### src/pkg/serial_sync_pkg.sv
// Purpose: shared constants and types of the synchronous CRC channel
// Assumes: 8-bit register port, 4-bit index; index 0 and 8 each hold one write and one read register
// Notes: field positions are bit indices inside an 8-bit register
package serial_sync_pkg;
  // ***************
  // register map
  // ***************
  localparam int ADDR_W = 4;
  localparam int DATA_W = 8;
  localparam int CRC_W = 16;
  localparam logic [3:0] ADDR_COMMAND = 4'h0;
  localparam logic [3:0] ADDR_LINE_STATUS = 4'h0;
  localparam logic [3:0] ADDR_ERROR_STATUS = 4'h1;
  localparam logic [3:0] ADDR_RX_CTRL = 4'h3;
  localparam logic [3:0] ADDR_MODE = 4'h4;
  localparam logic [3:0] ADDR_TX_CTRL = 4'h5;
  localparam logic [3:0] ADDR_SYNC_LOW = 4'h6;
  localparam logic [3:0] ADDR_SYNC_HIGH = 4'h7;
  localparam logic [3:0] ADDR_DATA = 4'h8;
  localparam logic [3:0] ADDR_MISC = 4'hA;
  // ***************
  // fields
  // ***************
  localparam int CMD_LSB = 6;
  localparam logic [1:0] CMD_RESET_RX_CRC = 2'h1;
  localparam logic [1:0] CMD_RESET_TX_CRC = 2'h2;
  localparam logic [1:0] CMD_RESET_EOM = 2'h3;
  localparam logic [7:0] CMD_MODE_MASK = 8'h3F;
  localparam int RX_EN_BIT = 0;
  localparam int RX_CRC_EN_BIT = 3;
  localparam int RX_HUNT_BIT = 4;
  localparam int RX_AUTO_BIT = 5;
  localparam int RX_LEN_LSB = 6;
  localparam logic [7:0] RX_HUNT_MASK = 8'h10;
  localparam int MODE_PAR_EN_BIT = 0;
  localparam int MODE_PAR_EVEN_BIT = 1;
  localparam int MODE_SYNC_LSB = 4;
  localparam logic [1:0] SYNC_MONO = 2'h0;
  localparam logic [1:0] SYNC_DOUBLE = 2'h1;
  localparam logic [1:0] SYNC_EXTERNAL = 2'h3;
  localparam int TX_CRC_EN_BIT = 0;
  localparam int TX_POLY_BIT = 2;
  localparam int TX_EN_BIT = 3;
  localparam int TX_LEN_LSB = 5;
  localparam int TX_DTR_BIT = 7;
  localparam int MISC_SYNC6_BIT = 0;
  localparam int MISC_REQ_BIT = 1;
  localparam int MISC_PRESET_BIT = 7;
  localparam int LS_RX_AVAIL_BIT = 0;
  localparam int LS_TBE_BIT = 2;
  localparam int LS_CARRIER_BIT = 3;
  localparam int LS_HUNT_BIT = 4;
  localparam int LS_EOM_BIT = 6;
  localparam int ES_CRC_ERR_BIT = 6;
  // ***************
  // values and counts
  // ***************
  localparam logic [7:0] REG_RESET = 8'h00;
  localparam logic [3:0] LEN_BASE = 4'h5;
  localparam logic [3:0] BYTE_BITS = 4'h8;
  localparam logic [4:0] SYNC6_BITS = 5'h06;
  localparam logic [4:0] SYNC8_BITS = 5'h08;
  localparam logic [4:0] CRC_BITS = 5'h10;
  localparam logic [4:0] ONE_BIT = 5'h01;
  localparam logic [15:0] POLY_CRC16 = 16'h8005;
  localparam logic [15:0] POLY_CCITT = 16'h1021;
  localparam logic [15:0] CRC_ONES = 16'hFFFF;
  localparam logic [15:0] CRC_ZEROS = 16'h0000;
  localparam int DEF_BIT_DIV = 16;

  typedef struct packed {
    logic [ADDR_W-1:0] addr;
    logic [DATA_W-1:0] wdata;
    logic wr;
    logic rd;
  } bus_req_t;

  typedef struct packed {
    logic [DATA_W-1:0] data;
    logic crc_err;
  } rx_entry_t;

  typedef enum logic [1:0] {TX_MARK, TX_DATA, TX_SYNC, TX_CRC} tx_kind_t;
endpackage : serial_sync_pkg

### src/hdl/sync_crc_channel.sv
// Purpose: one byte-synchronous channel with CRC generation and checking
// Assumes: serial bits are paced by an internal bit tick of BIT_DIV clocks
// Notes: receive data holding stage is one entry deep

// How it works
// - rx chars pass delay stage; enable applies at load
// - rx CRC done one char time plus one clock per bit after load
// - CRC result latched with each loaded char
// - hunt mode disables and presets rx CRC
// - ready pin drives inverse of control bit, or inverse of rx avail when request bit set
// - carrier pin reported; auto enables gates receiver
// - 8-bit sync sends low sync as fill
// - 6-bit sync sends low six bits only
// - 16-bit sync sends low then high register
// - transmitter never sends 12-bit sync
// - external sync: transmitter uses 6 or 8 bits
// - tx length five to eight, right-justified
// - optional even or odd parity bit appended
// - one bit selects CRC-16 or CCITT polynomial
// - one bit presets CRC to ones or zeros
// - tx CRC preset only by command
// - tx CRC enable sampled at shift load
// - sync fill never enters tx CRC
// - underrun sends CRC unless end flag set
// - end flag set when CRC is loaded
// - disabled transmitter finishes current character
module sync_crc_channel #(
  parameter int BIT_DIV = serial_sync_pkg::DEF_BIT_DIV
) (
  input wire logic i_ref_clk,
  input wire logic i_rst,
  input wire serial_sync_pkg::bus_req_t i_bus,
  output logic [serial_sync_pkg::DATA_W-1:0] o_rd_data,
  input wire logic i_rxd,
  input wire logic i_carrier_detect_pin,
  input wire logic i_ext_sync_n,
  output logic o_txd,
  output logic o_dtr_req_n
);
  import serial_sync_pkg::*;

  localparam int TW = (BIT_DIV > 2) ? $clog2(BIT_DIV) : 1;

  if (BIT_DIV < 2) begin : g_bad_div
    $error("BIT_DIV must be at least 2");
  end

  // ***************
  // crc helpers
  // ***************
  function automatic logic [15:0] crc_step(input logic [15:0] crc, input logic b,
                                           input logic [15:0] poly);
    logic fb;
    fb = crc[15] ^ b;
    crc_step = {crc[14:0], 1'b0} ^ (fb ? poly : CRC_ZEROS);
  endfunction : crc_step

  function automatic logic [15:0] reverse16(input logic [15:0] v);
    for (int i = 0; i < CRC_W; i++) begin
      reverse16[i] = v[CRC_W-1-i];
    end
  endfunction : reverse16

  // ***************
  // register port
  // ***************
  logic [7:0] cmd_mode_reg, rx_ctrl_reg, mode_reg, tx_ctrl_reg;
  logic [7:0] sync_low_reg, sync_high_reg, misc_reg;
  logic cmd_wr, hunt_cmd;
  logic [1:0] cmd_code;
  logic [15:0] poly, crc_preset;

  assign cmd_wr = i_bus.wr && (i_bus.addr == ADDR_COMMAND);
  assign cmd_code = i_bus.wdata[CMD_LSB +: 2];
  assign hunt_cmd = i_bus.wr && (i_bus.addr == ADDR_RX_CTRL) && i_bus.wdata[RX_HUNT_BIT];
  assign poly = tx_ctrl_reg[TX_POLY_BIT] ? POLY_CRC16 : POLY_CCITT;
  assign crc_preset = misc_reg[MISC_PRESET_BIT] ? CRC_ONES : CRC_ZEROS;

  always_ff @(posedge i_ref_clk) begin
    if (i_rst) begin
      cmd_mode_reg <= REG_RESET;
      rx_ctrl_reg <= REG_RESET;
      mode_reg <= REG_RESET;
      tx_ctrl_reg <= REG_RESET;
      sync_low_reg <= REG_RESET;
      sync_high_reg <= REG_RESET;
      misc_reg <= REG_RESET;
    end else if (i_bus.wr) begin
      case (i_bus.addr)
        ADDR_COMMAND: cmd_mode_reg <= i_bus.wdata & CMD_MODE_MASK;
        ADDR_RX_CTRL: rx_ctrl_reg <= i_bus.wdata & ~RX_HUNT_MASK;
        ADDR_MODE: mode_reg <= i_bus.wdata;
        ADDR_TX_CTRL: tx_ctrl_reg <= i_bus.wdata;
        ADDR_SYNC_LOW: sync_low_reg <= i_bus.wdata;
        ADDR_SYNC_HIGH: sync_high_reg <= i_bus.wdata;
        ADDR_MISC: misc_reg <= i_bus.wdata;
        default: ;
      endcase
    end
  end

  // ***************
  // pin synchronisers and bit tick
  // ***************
  logic rxd_meta, rxd_sync, car_meta, car_sync, esync_meta, esync_sync;
  logic [TW-1:0] tick_cnt_reg;
  logic tick_reg;

  always_ff @(posedge i_ref_clk) begin
    if (i_rst) begin
      {rxd_meta, rxd_sync} <= 2'h3;
      {car_meta, car_sync} <= 2'h3;
      {esync_meta, esync_sync} <= 2'h3;
    end else begin
      rxd_meta <= i_rxd;
      rxd_sync <= rxd_meta;
      car_meta <= i_carrier_detect_pin;
      car_sync <= car_meta;
      esync_meta <= i_ext_sync_n;
      esync_sync <= esync_meta;
    end
  end

  always_ff @(posedge i_ref_clk) begin
    if (i_rst) begin
      tick_cnt_reg <= '0;
      tick_reg <= 1'b0;
    end else begin
      tick_reg <= (tick_cnt_reg == TW'(BIT_DIV - 1));
      tick_cnt_reg <= (tick_cnt_reg == TW'(BIT_DIV - 1)) ? '0 : tick_cnt_reg + 1'b1;
    end
  end

  // ***************
  // receiver
  // ***************
  logic rx_active, hunt_reg, sync_hit, rx_load, rx_read;
  logic [15:0] rx_shift_reg, rx_shifted, rx_crc_reg;
  logic [3:0] rx_cnt_reg, rx_len, delay_len_reg, crc_len_reg, crc_pos_reg;
  logic [7:0] rx_char, delay_reg, crc_src_reg;
  logic crc_on_reg, rx_avail_reg;
  rx_entry_t rx_entry_reg;

  // auto enables: high carrier holds the receiver off
  assign rx_active = rx_ctrl_reg[RX_EN_BIT] & ~(rx_ctrl_reg[RX_AUTO_BIT] & car_sync);
  assign rx_shifted = {rxd_sync, rx_shift_reg[15:1]};
  assign rx_len = {2'h0, rx_ctrl_reg[RX_LEN_LSB +: 2]} + LEN_BASE;
  assign rx_char = rx_shifted[15:8] >> (BYTE_BITS - rx_len);
  assign rx_load = tick_reg && rx_active && !hunt_reg && (rx_cnt_reg + 4'h1 == rx_len);
  assign rx_read = i_bus.rd && (i_bus.addr == ADDR_DATA);

  always_comb begin
    case (mode_reg[MODE_SYNC_LSB +: 2])
      SYNC_EXTERNAL: sync_hit = !esync_sync;
      SYNC_DOUBLE: sync_hit = misc_reg[MISC_SYNC6_BIT]
                              ? (rx_shifted[15:4] == {sync_high_reg, sync_low_reg[7:4]})
                              : (rx_shifted == {sync_high_reg, sync_low_reg});
      default: sync_hit = misc_reg[MISC_SYNC6_BIT]
                          ? (rx_shifted[15:10] == sync_high_reg[7:2])
                          : (rx_shifted[15:8] == sync_high_reg);
    endcase
  end

  always_ff @(posedge i_ref_clk) begin
    if (i_rst) begin
      hunt_reg <= 1'b1;
      rx_shift_reg <= CRC_ZEROS;
      rx_cnt_reg <= '0;
    end else if (!rx_active || hunt_cmd) begin
      hunt_reg <= 1'b1;
      rx_cnt_reg <= '0;
    end else if (tick_reg) begin
      rx_shift_reg <= rx_shifted;
      if (hunt_reg) begin
        hunt_reg <= !sync_hit;
        rx_cnt_reg <= '0;
      end else begin
        rx_cnt_reg <= rx_load ? '0 : rx_cnt_reg + 4'h1;
      end
    end
  end

  // delay stage: a loaded char waits one char time, then feeds the checker
  always_ff @(posedge i_ref_clk) begin
    if (i_rst) begin
      delay_reg <= REG_RESET;
      delay_len_reg <= '0;
      crc_src_reg <= REG_RESET;
      crc_len_reg <= '0;
      crc_pos_reg <= '0;
      crc_on_reg <= 1'b0;
      rx_crc_reg <= CRC_ZEROS;
    end else if (hunt_reg) begin
      crc_on_reg <= 1'b0;
      rx_crc_reg <= crc_preset;
      crc_pos_reg <= '0;
      crc_len_reg <= '0;
    end else if (rx_load) begin
      delay_reg <= rx_char;
      delay_len_reg <= rx_len;
      crc_src_reg <= delay_reg;
      crc_len_reg <= delay_len_reg;
      crc_pos_reg <= '0;
      crc_on_reg <= rx_ctrl_reg[RX_CRC_EN_BIT];
    end else if (cmd_wr && cmd_code == CMD_RESET_RX_CRC) begin
      rx_crc_reg <= crc_preset;
    end else if (crc_pos_reg < crc_len_reg) begin
      // one bit a clock: done long before the next load latches it
      crc_pos_reg <= crc_pos_reg + 4'h1;
      if (crc_on_reg) begin
        rx_crc_reg <= crc_step(rx_crc_reg, crc_src_reg[crc_pos_reg[2:0]], poly);
      end
    end
  end

  always_ff @(posedge i_ref_clk) begin
    if (i_rst) begin
      rx_entry_reg <= '0;
      rx_avail_reg <= 1'b0;
    end else if (rx_load) begin
      rx_entry_reg.data <= rx_char;
      rx_entry_reg.crc_err <= (rx_crc_reg != CRC_ZEROS);
      rx_avail_reg <= 1'b1;
    end else if (rx_read) begin
      rx_avail_reg <= 1'b0;
    end
  end

  // ***************
  // transmitter
  // ***************
  tx_kind_t kind_reg, next_kind;
  logic [7:0] tx_buf_reg, tx_mask, tx_masked;
  logic tx_buf_full_reg, eom_reg, tx_inc_reg, next_inc, load_new, cur_inc, par_bit;
  logic [16:0] tx_shift_reg, next_vec, cur_vec;
  logic [4:0] tx_left_reg, next_len, cur_len;
  logic [3:0] tx_len;
  logic [15:0] tx_crc_reg;

  assign load_new = tick_reg && (tx_left_reg == '0);
  assign tx_len = {2'h0, tx_ctrl_reg[TX_LEN_LSB +: 2]} + LEN_BASE;
  assign tx_mask = 8'hFF >> (BYTE_BITS - tx_len);
  assign tx_masked = tx_buf_reg & tx_mask;
  assign par_bit = (^tx_masked) ^ ~mode_reg[MODE_PAR_EVEN_BIT];

  always_comb begin
    next_kind = TX_MARK;
    next_vec = '1;
    next_len = ONE_BIT;
    next_inc = 1'b0;
    if (!tx_ctrl_reg[TX_EN_BIT]) begin
      next_kind = TX_MARK;
    end else if (tx_buf_full_reg) begin
      next_kind = TX_DATA;
      next_vec = 17'(tx_masked) | (17'(par_bit) << tx_len);
      next_len = 5'(tx_len) + (mode_reg[MODE_PAR_EN_BIT] ? ONE_BIT : 5'h00);
      next_inc = tx_ctrl_reg[TX_CRC_EN_BIT];
    end else if (!eom_reg) begin
      next_kind = TX_CRC;
      next_vec = {1'b0, reverse16(tx_crc_reg)};
      next_len = CRC_BITS;
    end else begin
      next_kind = TX_SYNC;
      if (misc_reg[MISC_SYNC6_BIT]) begin
        next_vec = 17'(sync_low_reg[5:0]);
        next_len = SYNC6_BITS;
      end else if (mode_reg[MODE_SYNC_LSB +: 2] == SYNC_DOUBLE) begin
        next_vec = {1'b0, sync_high_reg, sync_low_reg};
        next_len = CRC_BITS;
      end else begin
        next_vec = 17'(sync_low_reg);
        next_len = SYNC8_BITS;
      end
    end
  end

  assign cur_vec = (tx_left_reg == '0) ? next_vec : tx_shift_reg;
  assign cur_len = (tx_left_reg == '0) ? next_len : tx_left_reg;
  assign cur_inc = (tx_left_reg == '0) ? next_inc : tx_inc_reg;

  // a new char is picked only at an empty shifter, so a disable lets it finish
  always_ff @(posedge i_ref_clk) begin
    if (i_rst) begin
      kind_reg <= TX_MARK;
      tx_shift_reg <= '1;
      tx_left_reg <= '0;
      tx_inc_reg <= 1'b0;
      o_txd <= 1'b1;
    end else if (tick_reg) begin
      o_txd <= cur_vec[0];
      tx_shift_reg <= {1'b1, cur_vec[16:1]};
      tx_left_reg <= cur_len - ONE_BIT;
      if (load_new) begin
        kind_reg <= next_kind;
        tx_inc_reg <= next_inc;
      end
    end
  end

  always_ff @(posedge i_ref_clk) begin
    if (i_rst) begin
      tx_crc_reg <= CRC_ZEROS;
    end else if (cmd_wr && cmd_code == CMD_RESET_TX_CRC) begin
      tx_crc_reg <= crc_preset;
    end else if (tick_reg && cur_inc) begin
      tx_crc_reg <= crc_step(tx_crc_reg, cur_vec[0], poly);
    end
  end

  always_ff @(posedge i_ref_clk) begin
    if (i_rst) begin
      tx_buf_reg <= REG_RESET;
      tx_buf_full_reg <= 1'b0;
    end else if (i_bus.wr && i_bus.addr == ADDR_DATA) begin
      tx_buf_reg <= i_bus.wdata;
      tx_buf_full_reg <= 1'b1;
    end else if (load_new && next_kind == TX_DATA) begin
      tx_buf_full_reg <= 1'b0;
    end
  end

  // the set wins over a reset command in the same cycle
  always_ff @(posedge i_ref_clk) begin
    if (i_rst) begin
      eom_reg <= 1'b1;
    end else if (load_new && next_kind == TX_CRC) begin
      eom_reg <= 1'b1;
    end else if (cmd_wr && cmd_code == CMD_RESET_EOM) begin
      eom_reg <= 1'b0;
    end
  end

  // ***************
  // pins and read data
  // ***************
  always_ff @(posedge i_ref_clk) begin
    if (i_rst) begin
      o_dtr_req_n <= 1'b1;
    end else begin
      o_dtr_req_n <= misc_reg[MISC_REQ_BIT] ? ~rx_avail_reg : ~tx_ctrl_reg[TX_DTR_BIT];
    end
  end

  always_ff @(posedge i_ref_clk) begin
    if (i_rst) begin
      o_rd_data <= REG_RESET;
    end else begin
      o_rd_data <= REG_RESET;
      if (i_bus.rd) begin
        case (i_bus.addr)
          ADDR_LINE_STATUS: begin
            o_rd_data[LS_RX_AVAIL_BIT] <= rx_avail_reg;
            o_rd_data[LS_TBE_BIT] <= !tx_buf_full_reg;
            o_rd_data[LS_CARRIER_BIT] <= car_sync;
            o_rd_data[LS_HUNT_BIT] <= hunt_reg;
            o_rd_data[LS_EOM_BIT] <= eom_reg;
          end
          ADDR_ERROR_STATUS: o_rd_data[ES_CRC_ERR_BIT] <= rx_entry_reg.crc_err;
          ADDR_DATA: o_rd_data <= rx_entry_reg.data;
          default: o_rd_data <= REG_RESET;
        endcase
      end
    end
  end
endmodule : sync_crc_channel

### config.mk
export PLATFORM = sky130hd
export DESIGN_NAME = sync_crc_channel
export DESIGN_NICKNAME = d
export VERILOG_FILES = /design/src/pkg/serial_sync_pkg.sv /design/src/hdl/sync_crc_channel.sv
export SDC_FILE = /design/constraint.sdc
export NUM_CORES = 1
export LEC_CHECK = 0
export BUFFER_PORTS_ARGS = -buffer_cell sky130_fd_sc_hd__buf_2
export CAP_MARGIN = 20
export CORE_AREA = 2 2 161 163
export CTS_CLUSTER_SIZE = 8
export DETAILED_ROUTE_END_ITERATION = 12
export DIE_AREA = 0 0 163 165
export SLEW_MARGIN = 15
export SYNTH_ARGS = -nofsm -noshare
export SYNTH_HDL_FRONTEND = slang
export SYNTH_SLANG_ARGS = --single-unit
### constraint.sdc
create_clock -name i_ref_clk -period 6 [get_ports i_ref_clk]
set_input_delay 1.8 -clock i_ref_clk [delete_from_list [all_inputs] [get_ports i_ref_clk]]
set_output_delay 1.8 -clock i_ref_clk [all_outputs]
set_load 0.005 [all_outputs]
### After elaboration in Yosys (flattened, before gate mapping)

Index checks and enable logic that the tools add are counted.

* flip-flop bits (word level): 190
* input port bits: 19
* output and inout bits: 10
* logic and storage cells: 186

* $add $sub $neg: 9
* magnitude comparators: 2
* equality and inequality tests: 22
* shifts and indexed selects: 3
* multiplexer cells: 46
* bitwise operators: 18
* reductions and logical operators: 48

Operators by type and width (count)
* 2-to-1 mux 16 bit: 14
* 2-to-1 mux 17 bit: 3
* bitwise XOR 16 bit: 2
* 2-to-1 mux 5 bit: 6
* AND reduction 2 bit: 10
* OR 8 x 17 -> 17 bit: 1
* left shift 1 x 4 -> 17 bit: 1
* equality test 16 bit: 1
* equality test 4 x 3 -> 1 bit (second input constant): 4
* nonzero test 16 bit: 1
* logical AND 1 bit: 15
* 2-to-1 mux 1 bit: 14
* adder 4 x 1 -> 4 bit (second input constant): 3
* equality test 12 bit: 1
* equality test 4 bit (second input constant): 3
* OR reduction 2 bit: 5
* NOT 1 bit: 9
* adder 2 x 3 -> 4 bit (second input constant): 2
* AND 8 bit: 1
* equality test 2 bit (second input constant): 4
* equality test 8 bit: 1
* 2-to-1 mux 4 bit: 2
* XOR reduction 8 bit: 1
* right shift 8 x 4 -> 8 bit: 1
* 27 further kinds: 43

### Logic depth before layout (Yosys ltp)

Gate-level depths: netlist of run 1.

* depth in word-level cells: 16
* mapped depth: 10
* depth with buffers taken out: 10

### Least setup slack after synthesis of run 1

OpenSTA, ideal clock, no wires.

* kind: input to register
* from: input port i_bus[11] in the netlist's numbering
* to: register rx_crc_reg[10]
* setup time: 0.136 ns
* arrival time: 3.316 ns
* required time: 5.864 ns
* setup slack: 2.548 ns
* stages: 7
* path buffers: 2
* cell sequence: buf_2 -> nor4_4 -> a31oi_4 -> buf_2 -> and2_0 -> a2111oi_0 -> a211oi_1

* cells in the longest elaborated chain, start to end: 6
* elaborated cells on any way between the ends: 9
* classes of those cells: mux: 3; reduce/logical: 6

Ends and longest elaborated chain
* from (decl): RTL line sync_crc_channel.sv:32 `input wire serial_sync_pkg::bus_req_t i_bus,`
* logical NOT 4 bit *
* logical AND 1 bit *: RTL line sync_crc_channel.sv:73 `assign cmd_wr = i_bus.wr && (i_bus.addr == ADDR_COMMAND);`
* logical AND 1 bit *: RTL line sync_crc_channel.sv:205 `end else if (cmd_wr && cmd_code == CMD_RESET_RX_CRC) begin`
* 2-to-1 mux 16 bit: RTL line sync_crc_channel.sv:205
* 2-to-1 mux 16 bit: RTL line sync_crc_channel.sv:198 `end else if (rx_load) begin`
* 2-to-1 mux 16 bit: RTL line sync_crc_channel.sv:193 `end else if (hunt_reg) begin`
* to (signal assigned): RTL line sync_crc_channel.sv:195 `rx_crc_reg <= crc_preset;`
* to (signal assigned): RTL line sync_crc_channel.sv:206 `rx_crc_reg <= crc_preset;`
* to (signal assigned): RTL line sync_crc_channel.sv:211 `rx_crc_reg <= crc_step(rx_crc_reg, crc_src_reg[crc_pos_reg[2:0]], poly);`
* to (decl): RTL line sync_crc_channel.sv:138 `logic [15:0] rx_shift_reg, rx_shifted, rx_crc_reg;`

Every way passes the cells marked *; elsewhere a longest branch is shown, timed or not. The select of a mux whose other input is x is not followed.
A chain may end at the register's enable or synchronous reset.

### Worst setup path after layout of run 1

* from: input port i_bus[12] in the netlist's numbering
* to: register tx_crc_reg[1]

* cells in the longest elaborated chain, start to end: 4
* elaborated cells on any way between the ends: 5
* classes of those cells: mux: 1; reduce/logical: 4

Ends and longest elaborated chain
* logical NOT 4 bit *
* logical AND 1 bit *: RTL line sync_crc_channel.sv:73
* logical AND 1 bit *: RTL line sync_crc_channel.sv:303 `end else if (cmd_wr && cmd_code == CMD_RESET_TX_CRC) begin`
* 2-to-1 mux 16 bit or nonzero test 2 bit (tied branches)
* to (signal assigned): RTL line sync_crc_channel.sv:304 `tx_crc_reg <= crc_preset;`
* to (signal assigned): RTL line sync_crc_channel.sv:306 `tx_crc_reg <= crc_step(tx_crc_reg, cur_vec[0], poly);`
* to (decl): RTL line sync_crc_channel.sv:238 `logic [15:0] tx_crc_reg;`

Every way passes the cells marked *; elsewhere a longest branch is shown, timed or not.

==> flow_summary.json, run 1 <==
{
  "cp_max_fo": 18,
  "nFillCells": 2549,
  "cpPeakStageDelay_ns": 0.93,
  "synth.avg_cell_area_um2": 8.816,
  "clock_latency_ns": 0.44,
  "maxCapViolations": 0,
  "cts_tree": "done",
  "r2r_start": "rx_ctrl_reg[6]",
  "worstReg2RegEnd": "rx_crc_reg[12]",
  "io_buffer_count": 28,
  "synthFlopType": "dfxtp_1",
  "cts_buffers": 17,
  "finish.instance_area_um2": 9595,
  "hold_buffers": 0,
  "drive_gt1_share_pct": 10.89,
  "startpoint": "i_bus[12]",
  "clockRootBuffer": "clkbuf_16",
  "cp_slowest_cell": "o21ai_1",
  "die_w_um": 163,
  "postRouteAntennaNets": 0,
  "static-leakage-power_nw": 3.374,
  "setup_viol": 0,
  "coreArea_um2": 25040,
  "netlist_area_um2": 8648,
  "vias": 7072,
  "drt_iter0_drc": 570,
  "post-cts-setup-buffers": 0,
  "worst-endpoint-required_ns": 6.28,
  "via_per_inst": 5.378,
  "clock_skew_ns": 0.01160,
  "gp_congestion": 0.8481,
  "grt_setup_unrepaired": "false",
  "die_area_um2": 26900,
  "peakVddDrop_mv": 0.1841,
  "synth_edf_count": 0,
  "synthToLayoutAreaGrowth_pct": 10.95,
  "crit_type": "in -> reg",
  "grt-ovfl-total": 0,
  "dp_hpwl_um": 15390,
  "rr_worst_depth": 6,
  "slew-limit-headroom_pct": 41.56,
  "timing.fmax_ghz": 0.2420,
  "start_kind": "input pin",
  "r2r_slack_ns": 2.57,
  "async_flop_share_pct": 0,
  "finalMaxSlewViolations": 0,
  "fin_tns_setup_ns": 0,
  "drc": 0,
  "clock_sinks": 178,
  "start_util_pct": 34.54,
  "outcome": "finished clean",
  "ys_warn_count": 0,
  "synth_cells": 981,
  "worstPathCellList": "buf_2, nor4_4, nand4_1, o21ai_1, a31oi_1",
  "die_y_um": 165,
  "hold_viol": 0,
  "antenna_found_initial": 4,
  "ys_types": 84,
  "post_cts_resized": 0,
  "grt_max_degree": 88,
  "fin_crit_sh_pct": 68.86,
  "min_period_ns": 4.132,
  "clk_pin_slew_worst_paths_ns": 0.07,
  "endpoint": "tx_crc_reg[1]",
  "clockBufferDepth": 2,
  "yosys_register_bits": 178,
  "fin_nets": 1004,
  "io_pins": 29,
  "endpoint_kind": "flip-flop",
  "grt_pass1_vias": 6493,
  "final-seq-area_um2": 3563,
  "htreeDepth": 4,
  "wl_per_cell_um": 17.23,
  "synthesis.nets": 1014,
  "dr.pass1.iters": 5,
  "multi_input_area_um2": 4651,
  "arrival_ns": 4.41,
  "grt_pass1_wl_um": 35800,
  "powerDensity_nw_per_um2": 259.2,
  "routed_wl_um": 22660,
  "ys_seq_area_share_pct": 41.20,
  "tightest_slew_ns": 0.8766,
  "rows": 58,
  "hp-class": "reg -> reg",
  "grt_util_all_layers_pct": 17.17,
  "place_area_um2": 8954
}
## routing by layer
layer  global-route usage, %  share of wire, %
met5                       0                 0
met4                   5.833               1.6
met3                   3.792               4.4
met2                   26.43                45
met1                   23.77                49
## synthesized netlist by cell type, types with 17 or more instances
| cell | n | area [µm²] |
|---|---|---|
| dfxtp_1 | 178 | 3563 |
| nand2_1 | 109 | 409.1 |
| nor2_1 | 90 | 337.8 |
| a21oi_1 | 75 | 375.4 |
| mux2i_1 | 55 | 550.5 |
| inv_1 | 38 | 142.6 |
| clkbuf_1 | 35 | 131.4 |
| nand3_1 | 30 | 150.1 |
| o21ai_0 | 29 | 145.1 |
| a211oi_1 | 27 | 202.7 |
| a31oi_1 | 20 | 125.1 |
| xnor2_1 | 20 | 175.2 |
| a2111oi_0 | 18 | 157.7 |
| nand2b_1 | 17 | 106.4 |
## cells in the final DEF, fill, tap and decap left out, types with 9 or more instances in the layout
master and instances:
a21oi_1 75, dfxtp_1 178, mux2i_1 55, nor2b_1 9, a211oi_1 27, a2111oi_0 18
inv_1 38, a31oi_1 20, nand2b_1 17, xor2_1 12, nor4_1 9, nand3_1 30
xnor2_1 20, and2_1 12, a22oi_1 9, nor3_1 12, nor2_1 90, ha_1 13
nand2_1 109, buf_2 27, o21ai_0 27, clkbuf_16 17, a21o_1 9
## cell families (layout without fill, tap and decap cells)
kind of cell	count (synthesis)	in the layout	synth area share, %
AO/OA/AOI/OAI	249	249	19.92
XOR/XNOR	34	34	3.776
adder cells (fa/ha/maj)	14	14	2.112
buffers and inverters	102	104	5.078
flip-flops	178	178	41.20
multiplexers	65	65	8.709
other	0	2	0
AND/OR/NAND/NOR	339	339	19.20
## report_power, final
part | switching [W] | leakage (nW) | internal (W)
Sequential | 0.0000105 | 1.44 | 0.00119
Combinational | 0.0000574 | 1.63 | 0.0000266
Clock | 0.000500 | 0.302 | 0.000702
## per-stage QoR
| stage | instances | hold WS (ns) | util, % | setup WS [ns] | total power, W |
|---|---|---|---|---|---|
| after detailed placement | 1281 | 0.3932 | 35.76 | 1.230 | 0.001311 |
| final | 1315 | 0.4073 | 38.33 | 1.868 | 0.002487 |
| after global routing | 1315 | 0.4197 | 38.33 | 1.753 | 0.002556 |
| after CTS | 1312 | 0.4091 | 38.28 | 1.670 | 0.002505 |
| after floorplan | 981 | 0.3895 | - | 2.548 | 0.001279 |
| after global placement | 1281 | 0.3922 | 35.76 | 1.276 | 0.001310 |
## worst min-delay path by stage
| stage | startpoint | endpoint | slack [ns] | cells past startpoint |
|---|---|---|---|---|
| 2_1_floorplan | car_meta | car_sync | 0.39 | 1 |
| 3_3_place_gp | car_meta | car_sync | 0.39 | 1 |
| 3_5_place_dp | car_meta | car_sync | 0.39 | 1 |
| 4_1_cts | car_meta | car_sync | 0.41 | 1 |
| 5_1_grt | car_meta | car_sync | 0.42 | 1 |
| 6_report | car_meta | car_sync | 0.41 | 1 |
## layout make-up
type                            instances  area share [%]
Sequential cell                       178           37.14
Clock inverter                         14           2.125
Multi-Input combinational cell        701           48.47
Clock buffer                           17           4.433
Timing Repair Buffer                   34           1.956
Tap cell                              330           4.303
Inverter                               39           1.526
Antenna cell                            2         0.05216
## critical path: cells and delay by family
family	cells	cell delay (ns)
AO/OA/AOI/OAI	2	1.03
buffers and inverters	1	0.14
AND/OR/NAND/NOR	2	1.43
Note: power is estimated with default switching activity, not from simulation.
==> run 2, diff against run 1 <==
--- a/config.mk
+++ b/config.mk
@@ -5,12 +5,13 @@
 export SDC_FILE = /design/constraint.sdc
 export NUM_CORES = 1
 export LEC_CHECK = 0
+export ABC_AREA = 1
 export BUFFER_PORTS_ARGS = -buffer_cell sky130_fd_sc_hd__buf_2
 export CAP_MARGIN = 20
-export CORE_AREA = 2 2 161 163
+export CORE_AREA = 2 2 158 160
 export CTS_CLUSTER_SIZE = 8
 export DETAILED_ROUTE_END_ITERATION = 12
-export DIE_AREA = 0 0 163 165
+export DIE_AREA = 0 0 160 162
 export SLEW_MARGIN = 15
 export SYNTH_ARGS = -nofsm -noshare
 export SYNTH_HDL_FRONTEND = slang
==> constraint.sdc (replaced) <==
create_clock -name i_ref_clk -period 3.68 [get_ports i_ref_clk]
set_input_delay 1.104 -clock i_ref_clk [delete_from_list [all_inputs] [get_ports i_ref_clk]]
set_output_delay 1.104 -clock i_ref_clk [all_outputs]
set_load 0.005 [all_outputs]
==> flow_summary.json, run 2 <==
{
  "worst-path-buf-inv": 3,
  "cts_buffers": 17,
  "synthFlopType": "dfxtp_1",
  "min_period_ns": 2.569,
  "async_flop_share_pct": 0,
  "critical_path.top_delay_family": "adder cells",
  "fin_tns_setup_ns": 0,
  "endpoint_kind": "flip-flop",
  "synthesis.nets": 1197,
  "dp_hpwl_um": 14990,
  "cp_max_fo": 7,
  "synth_cells": 1164,
  "crit_type": "reg -> reg",
  "postRouteAntennaNets": 0,
  "htreeDepth": 4,
  "die_y_um": 162,
  "antenna_found_initial": 0,
  "start_util_pct": 34.45,
  "fin_ws_ns": 1.111,
  "cp_slowest_cell": "dfxtp_1",
  "synthToLayoutAreaGrowth_pct": 12.08,
  "worst-endpoint-required_ns": 4.01,
  "post_cts_resized": 0,
  "wl_met3_um": 845,
  "netlist_area_um2": 8305,
  "hold_viol": 0,
  "synth_common_cells": "266 x nand2_1, 178 x dfxtp_1, 148 x a21oi_1",
  "cp_common_cell": "inv_1",
  "num_antenna_cells": 0,
  "setup_viol": 0,
  "peakVddDrop_mv": 0.2683,
  "die_w_um": 160,
  "grt_setup_unrepaired": "false",
  "clk_pin_slew_worst_paths_ns": 0.07,
  "via_per_inst": 4.861,
  "dp_slack_ns": 0.8847,
  "arrival_ns": 2.89,
  "start_kind": "flip-flop",
  "powerDensity_nw_per_um2": 420.9,
  "tightest_slew_ns": 0.5348,
  "fin_nets": 1211,
  "hold_buffers": 0,
  "slew-limit-headroom_pct": 64.35,
  "hp-class": "reg -> reg",
  "met2_length_um": 9210,
  "worstPathCellList": "inv_1, ha_1, fa_1, o21ai_0, o21ai_0, inv_1, ha_1, inv_1, nor3_1, nand3_1, nand2_1, nor2_1",
  "grt_pass1_vias": 6616,
  "grt_util_all_layers_pct": 16.54,
  "yosys_register_bits": 178,
  "cts_tree": "done",
  "grt_max_degree": 51,
  "rows": 57,
  "static-leakage-power_nw": 3.626,
  "outcome": "finished clean",
  "synth.avg_cell_area_um2": 7.135,
  "hold_ws_ns": 0.4095,
  "grt_pass1_wl_um": 34640,
  "ys_seq_area_share_pct": 42.90,
  "grt-ovfl-total": 0,
  "clockBufferDepth": 2,
  "layout_common_cells": "266 x nand2_1, 178 x dfxtp_1, 148 x a21oi_1",
  "cpPeakStageDelay_ns": 0.48,
  "mostFrequentLayoutCell": "nand2_1",
  "wl_met1_um": 10400,
  "drive_gt1_share_pct": 9.656,
  "clock_skew_ns": 0.01016,
  "top_layer": "met4",
  "io_pins": 29,
  "ys_warn_count": 0,
  "post-cts-setup-buffers": 0,
  "gp_congestion": 0.8528,
  "synth_area_leader_cell": "dfxtp_1",
  "finalMaxSlewViolations": 0,
  "fin_util_pct": 38.62,
  "post-synth-top-count-cell": "nand2_1",
  "vias": 7365,
  "coreArea_um2": 24110,
  "clock_sinks": 178,
  "synth_edf_count": 0,
  "synth_top_area_share_pct": 42.90,
  "timing.fmax_ghz": 0.3893,
  "die_area_um2": 25920,
  "maxCapViolations": 0,
  "dr.pass1.iters": 5,
  "routed_wl_um": 20820,
  "drc": 0,
  "io_buffer_count": 28,
  "clockRootBuffer": "clkbuf_16",
  "finalPower_w": 0.003918,
  "drt_iter0_drc": 551,
  "wl_per_cell_um": 13.74,
  "clock_latency_ns": 0.43,
  "synth_area_leaders": "dfxtp_1 43%, nand2_1 12%, a21oi_1 8.9%, o21ai_0 7.0%, inv_1 6.1%",
  "fin_crit_sh_pct": 69.80,
  "ys_types": 49
}
[run 2: per-stage QoR]
| stage | std cells | area, µm² |
|---|---|---|
| floorplan | 1164 | 8305 |
| finish | 1515 | 9309 |
| global route | 1515 | 9309 |
| global placement | 1483 | 8727 |
| detailed placement | 1483 | 8727 |
| CTS | 1515 | 9309 |
[run 2: cell families (layout without fill, tap and decap cells)]
| group | Yosys count | after routing | synth area share, % |
|---|---|---|---|
| XOR/XNOR | 13 | 13 | 1.371 |
| adder cells (fa/ha/maj) | 14 | 14 | 2.200 |
| flip-flops | 178 | 178 | 42.90 |
| AND/OR/NAND/NOR | 459 | 459 | 24.04 |
| buffers and inverters | 190 | 217 | 9.175 |
| AO/OA/AOI/OAI | 310 | 310 | 20.31 |
[run 2: layer usage]
layer	vias to the layer above	track usage, %
met5	-	0
met4	0	5.242
met3	26	2.426
met2	152	25.52
met1	3348	23.83
li1	3839	-
[run 2: worst paths after layout]
path	start	to	slack, ns	cells past startpoint
max reg2reg	tx_ctrl_reg[5]	tx_left_reg[4]	1.11	12
min reg2reg	rxd_meta	rxd_sync	0.41	1
min	rxd_meta	rxd_sync	0.41	1
max	tx_ctrl_reg[5]	tx_left_reg[4]	1.11	12
[run 2: power by group]
group	total, W	switching [W]	internal (W)
Sequential	0.00196	0.0000178	0.00195
Clock	0.00178	0.000806	0.000972
Combinational	0.000177	0.000122	0.0000548
[run 2: layout make-up]
| cell class | instances | area (µm²) |
|---|---|---|
| flip-flops and latches | 178 | 3563 |
| fillers | 2624 | 14800 |
| inverters | 144 | 540.5 |
| clock inverters | 14 | 142.6 |
| repair buffers | 41 | 237.7 |
| multi-input cells | 796 | 3980 |
| well taps | 324 | 405.4 |
| clock buffers | 18 | 439.2 |
